**src/design/spms_defines.svh**
```systemverilog
// Constants for the serial peripheral master/slave core
`ifndef SPMS_DEFINES_SVH
`define SPMS_DEFINES_SVH
// Transmit FIFO shape
`define SPMS_FIFO_W 16
`define SPMS_FIFO_D 16
// SCK edges in one transfer, for the 8-bit and 16-bit widths
`define SPMS_EDGES_8 6'h10
`define SPMS_EDGES_16 6'h20
// Reset value of the receive data register
`define SPMS_WORD_RST 16'h0000
// Width of the configuration snapshot
`define SPMS_CFG_W 14
`endif

```
**src/design/spms_pkg.sv**
```systemverilog
// Types shared by the serial peripheral master/slave core
package spms_pkg;
  typedef enum logic [1:0] {
    ST_IDLE = 2'b00,
    ST_LEAD = 2'b01,
    ST_RUN = 2'b10,
    ST_TRAIL = 2'b11
  } spms_state_t;
endpackage

```
**src/design/spms_core.sv**
```systemverilog
// Serial peripheral core, master or slave, with its transmit FIFO
//
// Operation
// - Only a core with master select set starts transfers.
// - In master mode a queued word starts a transfer at once.
// - Master SCK rate comes from rate and prescale selects; SCK driven.
// - With fault detect and select output enabled, select output drives low per transfer, high when idle.
// - With fault detect on and select output off, low select input in master mode drops master select, outputs off.
// - A mode fault aborts a running transfer and returns to idle.
// - A mode fault sets the fault flag; interrupt if enabled.
// - Master waits half an SCK period before the first SCK edge.
// - Master configuration change during a transfer aborts it.
// - Slave mode takes SCK as an input from the external master.
// - Data pin roles follow pin control and bidir output enable.
// - Slave select rising forces the slave idle.
// - Deselected slave output floats; selected drives first bit unless the fault flag is set.
// - Deselected slave ignores SCK and does not shift.
// - Phase clear: sample on odd edges, shift on even edges.
// - Phase set: sample on even edges, shift on odd edges after the first, and on the last edge.
// - Phase set: the first edge presents the first output bit.
// - Slave stores the received word and sets the done flag.
// - Slave configuration changes mid-transfer corrupt it; avoided.
// - Data shifts out and in together on the one SCK.
// - Word width is 8 bits, or 16 with width select set.
// - Done flag rises half an SCK period after the last edge as master, on the last edge as slave.

`include "spms_defines.svh"

// ***************************************************************
// Transmit FIFO
// ***************************************************************
module spms_fifo #(
  parameter int WIDTH = `SPMS_FIFO_W,
  parameter int DEPTH = `SPMS_FIFO_D
) (
  // Clock and reset
  input wire logic sys_clk,
  input wire logic srst,
  // Fill side
  input wire logic inValid,
  output logic inReady,
  input wire logic [WIDTH-1:0] inData,
  // Drain side
  output logic outValid,
  input wire logic outReady,
  output logic [WIDTH-1:0] outData
);
  localparam int AW = $clog2(DEPTH);

  typedef struct packed {
    logic [DEPTH-1:0][WIDTH-1:0] mem;
    logic [AW-1:0] wrPtr;
    logic [AW-1:0] rdPtr;
    logic [AW:0] count;
  } spms_fifo_st_t;

  spms_fifo_st_t st_q;
  spms_fifo_st_t st_d;
  logic push;
  logic pop;

  assign inReady = (st_q.count != (AW+1)'(DEPTH));
  assign outValid = (st_q.count != '0);
  assign outData = st_q.mem[st_q.rdPtr];
  assign push = inValid && inReady;
  assign pop = outValid && outReady;

  always_comb begin
    st_d = st_q;
    if (push) begin
      st_d.mem[st_q.wrPtr] = inData;
      st_d.wrPtr = st_q.wrPtr + 1'h1;
    end
    if (pop) begin
      st_d.rdPtr = st_q.rdPtr + 1'h1;
    end
    st_d.count = st_q.count + (AW+1)'(push) - (AW+1)'(pop);
  end

  always_ff @(posedge sys_clk) begin
    if (srst) begin
      st_q <= '0;
    end else begin
      st_q <= st_d;
    end
  end
endmodule

// ***************************************************************
// Core
// ***************************************************************
module spms_core (
  // Clock and reset
  input wire logic sys_clk,
  input wire logic srst,
  // Configuration
  input wire logic masterSelectIn,
  input wire logic clockPolarity,
  input wire logic clockPhase,
  input wire logic lsbFirst,
  input wire logic widthSelect,
  input wire logic faultDetectEnable,
  input wire logic selectOutputEnable,
  input wire logic pinControl,
  input wire logic bidirOutputEnable,
  input wire logic irqEnable,
  input wire logic [2:0] rateSel,
  input wire logic [2:0] prescaleSel,
  // Status
  output logic masterSelect,
  output logic transferDoneFlag,
  input wire logic transferDoneClr,
  output logic faultFlag,
  input wire logic faultFlagClr,
  output logic irqReq,
  // Transmit words
  input wire logic txValid,
  output logic txReady,
  input wire logic [15:0] txData,
  // Received word
  output logic [15:0] rxData,
  // Serial clock pin
  input wire logic sckIn,
  output logic sckOut,
  output logic sckOen,
  // Master-out pin
  input wire logic mosiIn,
  output logic mosiOut,
  output logic mosiOen,
  // Master-in pin
  input wire logic misoIn,
  output logic misoOut,
  output logic misoOen,
  // Slave select pin
  input wire logic ssInN,
  output logic ssOutN,
  output logic ssOen
);
  typedef struct packed {
    spms_pkg::spms_state_t state;
    logic masterSel;
    logic msPrev;
    logic [`SPMS_CFG_W-1:0] cfgPrev;
    logic [10:0] div;
    logic [5:0] edgeCnt;
    logic sckLvl;
    logic [15:0] sh;
    logic latched;
    logic outBit;
    logic [15:0] rxData;
    logic doneFlag;
    logic faultFlag;
    logic sckPrev;
    logic ssPrev;
    logic ssOutN;
  } spms_core_st_t;

  spms_core_st_t st_q;
  spms_core_st_t st_d;

  logic fifoValid;
  logic fifoPop;
  logic [15:0] fifoData;
  logic [10:0] halfLen;
  logic [`SPMS_CFG_W-1:0] cfgNow;
  logic [5:0] lastEdge;
  logic tick;
  logic fault;
  logic cfgChg;
  logic dataIn;
  logic edgeEv;
  logic done;
  logic [5:0] k;

  function automatic logic curBit(input logic [15:0] w,
                                  input logic lsb,
                                  input logic wide);
    curBit = lsb ? w[0] : (wide ? w[15] : w[7]);
  endfunction

  function automatic logic [15:0] shiftIn(input logic [15:0] w,
                                          input logic b,
                                          input logic lsb,
                                          input logic wide);
    if (!lsb) begin
      shiftIn = {w[14:0], b};
    end else if (wide) begin
      shiftIn = {b, w[15:1]};
    end else begin
      shiftIn = {w[15:8], b, w[7:1]};
    end
  endfunction

  // Writer stalls through txReady once sixteen words wait
  spms_fifo #(
    .WIDTH(`SPMS_FIFO_W),
    .DEPTH(`SPMS_FIFO_D)
  ) u_txFifo (
    .sys_clk(sys_clk),
    .srst(srst),
    .inValid(txValid),
    .inReady(txReady),
    .inData(txData),
    .outValid(fifoValid),
    .outReady(fifoPop),
    .outData(fifoData)
  );

  // ***************************************************************
  // Derived conditions
  // ***************************************************************
  // Half SCK period in module clocks
  assign halfLen = {8'h00, prescaleSel} + 11'h001 << rateSel;
  assign cfgNow = {clockPolarity, clockPhase, selectOutputEnable,
                   lsbFirst, widthSelect, faultDetectEnable, pinControl,
                   bidirOutputEnable & pinControl, prescaleSel, rateSel};
  assign lastEdge = widthSelect ? `SPMS_EDGES_16 : `SPMS_EDGES_8;
  assign tick = (st_q.div == 11'h000);
  assign fault = st_q.masterSel && faultDetectEnable &&
                 !selectOutputEnable && !ssInN;
  assign cfgChg = (cfgNow != st_q.cfgPrev);
  // Input line by role and pin control
  assign dataIn = st_q.masterSel ? (pinControl ? mosiIn : misoIn)
                                 : (pinControl ? misoIn : mosiIn);

  // ***************************************************************
  // Next state
  // ***************************************************************
  always_comb begin
    st_d = st_q;
    fifoPop = 1'h0;
    edgeEv = 1'h0;
    done = 1'h0;
    k = st_q.edgeCnt + 6'h01;
    st_d.msPrev = masterSelectIn;
    st_d.cfgPrev = cfgNow;
    st_d.sckPrev = sckIn;
    st_d.ssPrev = ssInN;
    if (masterSelectIn && !st_q.msPrev) begin
      st_d.masterSel = 1'h1;
    end else if (!masterSelectIn) begin
      st_d.masterSel = 1'h0;
    end
    if (transferDoneClr) begin
      st_d.doneFlag = 1'h0;
    end
    if (faultFlagClr) begin
      st_d.faultFlag = 1'h0;
    end
    if (st_q.masterSel) begin
      if (st_q.state != spms_pkg::ST_IDLE) begin
        st_d.div = tick ? halfLen - 11'h001 : st_q.div - 11'h001;
      end
      case (st_q.state)
        spms_pkg::ST_IDLE: begin
          st_d.sckLvl = 1'h0;
          st_d.edgeCnt = 6'h00;
          st_d.ssOutN = 1'h1;
          // Only the master starts, on a queued word
          // Word moves straight into the shift register
          if (fifoValid && !fault && !cfgChg) begin
            fifoPop = 1'h1;
            st_d.sh = fifoData;
            st_d.outBit = curBit(fifoData, lsbFirst, widthSelect);
            // Half-period lead before the first edge
            st_d.state = spms_pkg::ST_LEAD;
            st_d.div = halfLen - 11'h001;
            st_d.ssOutN = !(faultDetectEnable && selectOutputEnable);
          end
        end
        spms_pkg::ST_LEAD: begin
          if (tick) begin
            edgeEv = 1'h1;
            st_d.state = spms_pkg::ST_RUN;
          end
        end
        spms_pkg::ST_RUN: begin
          edgeEv = tick;
        end
        spms_pkg::ST_TRAIL: begin
          // Done half a period after the last edge
          if (tick) begin
            done = 1'h1;
            st_d.state = spms_pkg::ST_IDLE;
            st_d.ssOutN = 1'h1;
          end
        end
        default: begin
          st_d.state = spms_pkg::ST_IDLE;
        end
      endcase
    end else begin
      // Slave: SCK comes from the external master
      st_d.state = spms_pkg::ST_IDLE;
      st_d.ssOutN = 1'h1;
      st_d.sckLvl = 1'h0;
      if (ssInN) begin
        st_d.edgeCnt = 6'h00;
      end else if (st_q.ssPrev) begin
        // Without a fresh word the last received one goes back out
        if (fifoValid) begin
          fifoPop = 1'h1;
          st_d.sh = fifoData;
        end
        // First bit driven as soon as selected
        st_d.outBit = curBit(st_d.sh, lsbFirst, widthSelect);
      end else begin
        edgeEv = sckIn ^ st_q.sckPrev;
      end
    end

    // One SCK edge moves both directions
    if (edgeEv) begin
      st_d.edgeCnt = k;
      if (st_q.masterSel) begin
        st_d.sckLvl = !st_q.sckLvl;
      end
      if (clockPhase ? !k[0] : k[0]) begin
        st_d.latched = dataIn;
      end
      // Last phase-set edge samples and shifts together
      if (clockPhase && k == lastEdge) begin
        st_d.sh = shiftIn(st_q.sh, dataIn, lsbFirst, widthSelect);
      end else if (clockPhase ? (k[0] && k != 6'h01) : !k[0]) begin
        st_d.sh = shiftIn(st_q.sh, st_q.latched, lsbFirst,
                          widthSelect);
      end
      // Phase set: odd edges present the next bit
      if (clockPhase ? k[0] : !k[0]) begin
        st_d.outBit = curBit(st_d.sh, lsbFirst, widthSelect);
      end
      if (k == lastEdge) begin
        if (st_q.masterSel) begin
          st_d.state = spms_pkg::ST_TRAIL;
        end else begin
          done = 1'h1;
        end
      end
    end

    // Received word to the data register, flag set
    if (done) begin
      st_d.rxData = widthSelect ? st_d.sh : {8'h00, st_d.sh[7:0]};
      st_d.doneFlag = 1'h1;
    end

    // Master configuration change kills the transfer
    if (st_q.masterSel && cfgChg &&
        st_q.state != spms_pkg::ST_IDLE) begin
      st_d.state = spms_pkg::ST_IDLE;
      st_d.ssOutN = 1'h1;
      st_d.sckLvl = 1'h0;
      st_d.edgeCnt = 6'h00;
    end

    // Mode fault: slave, idle, flag set
    if (fault) begin
      st_d.masterSel = 1'h0;
      st_d.faultFlag = 1'h1;
      st_d.state = spms_pkg::ST_IDLE;
      st_d.ssOutN = 1'h1;
      st_d.sckLvl = 1'h0;
      st_d.edgeCnt = 6'h00;
    end
  end

  // Reset to idle slave with flags clear
  always_ff @(posedge sys_clk) begin
    if (srst) begin
      st_q <= '0;
      st_q.ssOutN <= 1'h1;
      st_q.rxData <= `SPMS_WORD_RST;
    end else begin
      st_q <= st_d;
    end
  end

  // ***************************************************************
  // Outputs
  // ***************************************************************
  assign masterSelect = st_q.masterSel;
  assign transferDoneFlag = st_q.doneFlag;
  assign faultFlag = st_q.faultFlag;
  assign irqReq = irqEnable && (st_q.faultFlag || st_q.doneFlag);
  assign rxData = st_q.rxData;
  // Master drives SCK, polarity only inverts it
  assign sckOut = st_q.sckLvl ^ clockPolarity;
  assign sckOen = !st_q.masterSel;
  // Pin roles; a held fault keeps the slave output off
  assign mosiOut = st_q.outBit;
  assign mosiOen = !(st_q.masterSel &&
                     (!pinControl || bidirOutputEnable));
  assign misoOut = st_q.outBit;
  assign misoOen = !(!st_q.masterSel && !ssInN && !st_q.faultFlag &&
                     (!pinControl || bidirOutputEnable));
  assign ssOutN = st_q.ssOutN;
  assign ssOen = !(st_q.masterSel && faultDetectEnable &&
                   selectOutputEnable);
endmodule

```
**config.mk**
```make
export PLATFORM = sky130hd
export DESIGN_NAME = spms_core
export DESIGN_NICKNAME = d
export VERILOG_FILES = /design/src/design/spms_pkg.sv /design/src/design/spms_core.sv
export VERILOG_INCLUDE_DIRS = /design/src /design/src/design
export SDC_FILE = /design/constraint.sdc
export NUM_CORES = 1
export LEC_CHECK = 0
export BUFFER_PORTS_ARGS = -buffer_cell sky130_fd_sc_hd__buf_2
export CAP_MARGIN = 40
export CORE_MARGIN = 1.5
export CORE_UTILIZATION = 25
export DETAILED_ROUTE_END_ITERATION = 12
export GPL_TIMING_DRIVEN = 0
export MAX_ROUTING_LAYER = met4
export SYNTH_ARGS = -nofsm -noshare
export SYNTH_HDL_FRONTEND = slang
export SYNTH_HIERARCHICAL = 1
export SYNTH_SLANG_ARGS = --single-unit
```
**constraint.sdc**
```tcl
create_clock -name sys_clk -period 6.6 [get_ports sys_clk]
set_input_delay 0.99 -clock sys_clk [delete_from_list [all_inputs] [get_ports sys_clk]]
set_output_delay 0.99 -clock sys_clk [all_outputs]
set_load 0.05 [all_outputs]
```
==> results of run 1 <==
cell type report:
cell class	count	area [um2]
plain buffers	158	956
flip-flops and latches	344	6890
fillers	6975	47400
clock buffers	50	1030
well taps	873	1090
inverters	28	105
multi-input cells	1223	8930
clock inverters	15	260
repair buffers	65	332
diodes	1	2.50
where the power goes:
group	switching (mW)	leakage, nW	internal, mW
combinational	0.469	3.36	0.266
sequential	0.0407	2.78	2.14
clock	0.878	0.632	1.35
per-layer routing:
metal	track usage (%)	up-vias	share of wire (%)
li1	-	6315	-
met1	18.0	6386	47
met2	21.3	378	46
met3	1.99	63	5.6
met4	3.06	0	1.5
met5	-	-	0
through the flow:
step | power (mW) | setup slack, ps
final | 5.14 | 2350
after global routing | 5.35 | 2110
after CTS | 5.18 | 2360
after detailed placement | 2.95 | 1810
after global placement | 2.93 | 1840
after floorplan | 2.74 | 2380
registers in the layout (all words and copies together), names as in the netlist:
name	flops
u_txFifo/st_q	269
st_q	54
rxData	16
faultFlag	1
masterSelect	1
misoOut	1
ssOutN	1
transferDoneFlag	1
worst max-delay path, cell delays in order:
cell	delay, ps
buf_6	130
xnor2_1	170
nand4_1	100
or4_1	560
buf_2	200
o31ai_4	540
buf_8	250
nand2_1	140
inv_1	100
ha_1	120
inv_1	40
ha_1	200
fa_1	430
a21oi_1	160
nor2_1	60
or3_1	350
a21oi_1	140
logic make-up (layout without fill, tap and decap cells):
| family | Yosys count | in the layout | share of synthesized area (%) |
|---|---|---|---|
| xor gates and xnor gates | 34 | 34 | 1.81 |
| adders and majority gates | 22 | 22 | 1.68 |
| AOI/OAI and AO/OA | 255 | 255 | 9.67 |
| DFF | 344 | 344 | 40.8 |
| buffers and inverters | 186 | 316 | 6.29 |
| other | 0 | 1 | 0 |
| muxes | 306 | 306 | 23.0 |
| and+or+nand+nor | 606 | 606 | 16.8 |
how the worst max path moves through the flow:
stage | startpoint | endpoint | slack, ps | cells after the start
after floorplan | prescaleSel[2] | u_txFifo/st_q[4]$_SDFF_PP0_ | 2380 | 17
after global placement | rateSel[0] | u_txFifo/st_q[4]$_SDFF_PP0_ | 1840 | 17
after detailed placement | widthSelect | u_txFifo/st_q[4]$_SDFF_PP0_ | 1810 | 17
after CTS | widthSelect | u_txFifo/st_q[4]$_SDFF_PP0_ | 2360 | 17
after global routing | rateSel[0] | u_txFifo/st_q[4]$_SDFF_PP0_ | 2110 | 17
final | widthSelect | u_txFifo/st_q[4]$_SDFF_PP0_ | 2350 | 17
cell usage in the layout (no fill, tap or decap), types with 26 or more instances in the layout:
cell       instances
a21oi_1          107
a22oi_1           35
buf_2             93
clkbuf_1          88
clkbuf_16         37
dfxtp_1          344
inv_1             26
mux2i_1          233
mux4_2            64
nand2_1          197
nor2_1           269
nor2b_1           32
o21ai_0           38
==> flow_summary.json, run 1 <==
{
  "fp.dieArea_um2": 69100,
  "synth.top_cell.area_share_pct": 40.8,
  "drive_gt1_share_pct": 15.8,
  "drt_iter0_drc": 998,
  "setup-tns-final_ps": 0,
  "yosys-top-cells-area": "dfxtp_1, mux2i_1, mux4_2",
  "numCtsBuffers": 36,
  "grt_pass1_wl_mm": 72.8,
  "p_leak_nw": 6.78,
  "critPathMaxFanout": 13,
  "setup_violations": 0,
  "placed_area_um2": 18300,
  "drtPass1Iterations": 5,
  "rsz0062_at_grt": "false",
  "synth_edf_count": 0,
  "post-route-period-util_pct": 64.4,
  "syn_nets": 1816,
  "min-delay-start": "st_q[71]$_SDFF_PP0_",
  "max_freq_ghz": 0.235,
  "skew_ps": 15.2,
  "cp_data_arrival_time_ps": 4730,
  "dp_hpwl_mm": 34.5,
  "die_x_um": 263,
  "start_util_pct": 25.2,
  "gp_congestion": 0.906,
  "pin_count": 70,
  "yosysMostFrequentCell": "dfxtp_1",
  "io_buffers": 64,
  "grt_pass1_vias": 13100,
  "ys_seq_elements": 344,
  "synth_common_cells": "dfxtp_1, nor2_1, mux2i_1",
  "crit_required_ps": 7080,
  "area_delta_synth_final_pct": 16.1,
  "endpoint_kind": "flop",
  "cts_resized": 0,
  "syn_area_um2": 16900,
  "hold_depth": 1,
  "synth_area_per_cell_um2": 9.63,
  "vias": 13100,
  "clockRootBuffer": "clkbuf_16",
  "grt_max_degree": 15,
  "clk_pin_slew_ps": 70,
  "rows": 95,
  "fin_nets": 1919,
  "clk_latency_ps": 550,
  "route.detailed.drc": 0,
  "cts_setup_buffers": 0,
  "wire_per_inst_um": 16.6,
  "fin_hold_ws_ps": 440,
  "reg2reg_to": "u_txFifo/st_q[4]$_SDFF_PP0_",
  "track_usage_pct": 13.4,
  "final_area_um2": 19600,
  "grt-ovfl-total": 0,
  "r2r_cells": 17,
  "final_cells": 2757,
  "antenna_found_initial": 2,
  "r2r-start": "u_txFifo/st_q[2]$_SDFF_PP0_",
  "postRouteAntennaNets": 0,
  "reg2reg_slack_ps": 2400,
  "cts_max_path_buffers": 3,
  "maxSlewHeadroom_pct": 48.1,
  "ys_warn_count": 6,
  "cts_max_level": 2,
  "hold_end": "masterSelect$_SDFFE_PP0P_",
  "power_density_nw_per_um2": 262,
  "ctsHoldBuffers": 0,
  "slew_viol_final": 0,
  "fp.coreArea_um2": 67000,
  "via_per_inst": 4.77,
  "clock_sinks": 344,
  "worstHoldPathType": "flop to flop",
  "seq_area_frac_synth_pct": 40.8,
  "dp_cells": 2691,
  "ys_types": 79,
  "path_class": "primary input to flop",
  "hold_viol": 0,
  "finish.utilization_pct": 29.2,
  "cts_tree": "built",
  "drt-total-wl_mm": 45.7,
  "netlist_instances": 1753,
  "tightest_slew_ps": 778,
  "synthFlopType": "dfxtp_1",
  "status": "finished clean",
  "synthArstFlopShare_pct": 0,
  "min_period_ps": 4250,
  "cap_violations": 0,
  "yosys.area.top_type": "dfxtp_1",
  "peakVddDrop_mv": 0.138,
  "cp-start-kind": "primary input",
  "die_h_um": 263
}
(Power assumes the default switching activity.)
==> inputs of run 2 (changes only) <==
- clock period: 6.6 -> 4.2 ns (I/O delays scaled with it)
==> run 2 against run 1 <==
Critical path depth unchanged. Count of clock-buffer cells in the layout is the same. Worst hold slack got worse by 130 ps. Non-clock buffer count rose by 2. Sequential share of layout area down 0.074 points. Worst setup slack got worse by 1900 ps. Power increased by 57%. Combinational power rose by 59%. Critical path type is now flop to flop. Highest routed layer unchanged.
==> flow_summary.json, run 2 (same netlist as run 1, synthesis figures left out) <==
{
  "tightest_slew_ps": 762,
  "critPathLaunch": "st_q[66]$_SDFF_PP0_",
  "fin_hold_ws_ps": 313,
  "fp.dieArea_um2": 69100,
  "r2r-start": "st_q[66]$_SDFF_PP0_",
  "num-fill-cells": 6973,
  "endpoint_kind": "flop",
  "fp.coreArea_um2": 67000,
  "use_met2_pct": 21.3,
  "max_freq_ghz": 0.266,
  "min_period_ps": 3760,
  "skew_ps": 13.8,
  "regArea_um2": 6890,
  "maxSlewHeadroom_pct": 49.2,
  "min-delay-start": "masterSelectIn",
  "drt_iter0_drc": 1142,
  "final_area_um2": 19600,
  "drt-total-wl_mm": 45.8,
  "status": "finished clean",
  "grt_pass1_vias": 13100,
  "area_delta_synth_final_pct": 16.4,
  "grt_max_degree": 15,
  "rsz0062_at_grt": "false",
  "cap_violations": 0,
  "clock_sinks": 344,
  "p_leak_nw": 6.80,
  "ctsHoldBuffers": 0,
  "grt-ovfl-total": 0,
  "cp_data_arrival_time_ps": 4230,
  "n_antenna_cell": 0,
  "cp-start-kind": "flop",
  "layout_commonest_cell": "dfxtp_1",
  "reg_top3": "u_txFifo/st_q x269, st_q x54, rxData x16",
  "hold_viol": 0,
  "multi_input_area_um2": 8940,
  "finish.utilization_pct": 29.3,
  "gp_congestion": 0.906,
  "numCtsBuffers": 36,
  "io_buffers": 64,
  "fin_nets": 1921,
  "regMostFlops": "u_txFifo/st_q",
  "power_density_nw_per_um2": 412,
  "crit_required_ps": 4680,
  "setup-tns-final_ps": 0,
  "rows": 95,
  "clockRootBuffer": "clkbuf_16",
  "cts_max_path_buffers": 3,
  "use_met1_pct": 18.0,
  "route.detailed.drc": 0,
  "drtPass1Iterations": 5,
  "drive_gt1_share_pct": 16.1,
  "final_cell_mix": "dfxtp_1, nor2_1, mux2i_1",
  "globalRouteMet3Util_pct": 1.99,
  "pin_count": 70,
  "antenna_found_initial": 2,
  "worstHoldPathType": "primary input to flop",
  "grt_pass1_wl_mm": 72.8,
  "postRouteAntennaNets": 0,
  "die_x_um": 263,
  "critPathMaxFanout": 13,
  "slew_viol_final": 0,
  "post-route-period-util_pct": 89.4,
  "clk_pin_slew_ps": 70,
  "peakVddDrop_mv": 0.218,
  "cts_max_level": 2,
  "dp_hpwl_mm": 34.5,
  "cts_tree": "built",
  "start_util_pct": 25.2,
  "wire_per_inst_um": 16.6,
  "track_usage_pct": 13.4,
  "die_h_um": 263,
  "vias": 13100,
  "r2r_cells": 17,
  "hold_depth": 3,
  "placed_area_um2": 18300,
  "largest_reg_flops": 269,
  "clk_latency_ps": 550,
  "gr-max-usage-layer": "met2",
  "path_class": "flop to flop",
  "via_per_inst": 4.76,
  "setup_violations": 0
}
-- run 2: worst paths after layout --
path | to | slack (ps)
worst min register to register | masterSelect$_SDFFE_PP0P_ | 440
worst min-delay path | st_q[71]$_SDFF_PP0_ | 310
worst max register to register | u_txFifo/st_q[4]$_SDFF_PP0_ | 440
worst max-delay path | u_txFifo/st_q[4]$_SDFF_PP0_ | 440
-- run 2: layout make-up --
type | count | share of cell area [%]
Multi-Input combinational cell | 1223 | 45.5
Sequential cell | 344 | 35.1
Tap cell | 873 | 5.56
Clock buffer | 50 | 5.27
Buffer | 157 | 4.85
Timing Repair Buffer | 68 | 1.87
Clock inverter | 15 | 1.33
Inverter | 28 | 0.535
-- run 2: what timing repair did --
action,CTS,global route
setup buffers,0,3
hold endpoints to repair,0,0
gates resized for setup,0,3
setup endpoints to repair,0,1
-- run 2: power by group --
group / switching [mW] / internal [mW]
Sequential: 0.0651 / 3.36
Combinational: 0.737 / 0.430
Clock: 1.38 / 2.11
-- run 2: routing by layer --
metal | share of wire, % | vias up
met2 | 45 | 378
met1 | 48 | 6354
met3 | 5.3 | 68
li1 | - | 6325
met4 | 1.8 | 0
met5 | 0 | -
-- run 2: through the flow --
stage          std cells  total power [mW]  setup WS [ps]
6_report            2758              8.08            444
5_1_grt             2758              8.42            233
4_1_cts             2756              8.14           31.3
3_5_place_dp        2691              4.64           -233
3_3_place_gp        2690              4.61           -198
2_1_floorplan       1753              4.30            267
-- run 2: worst max-delay path, stage by stage (launching register included) --
cell	delay [ps]
dfxtp_1	320
xnor2_1	190
nand4_1	100
or4_1	570
buf_2	200
o31ai_4	220
buf_12	170
buf_8	180
nand2_1	140
inv_1	90
ha_1	120
inv_1	40
ha_1	200
fa_1	430
a21oi_1	160
nor2_1	60
or3_1	350
a21oi_1	140
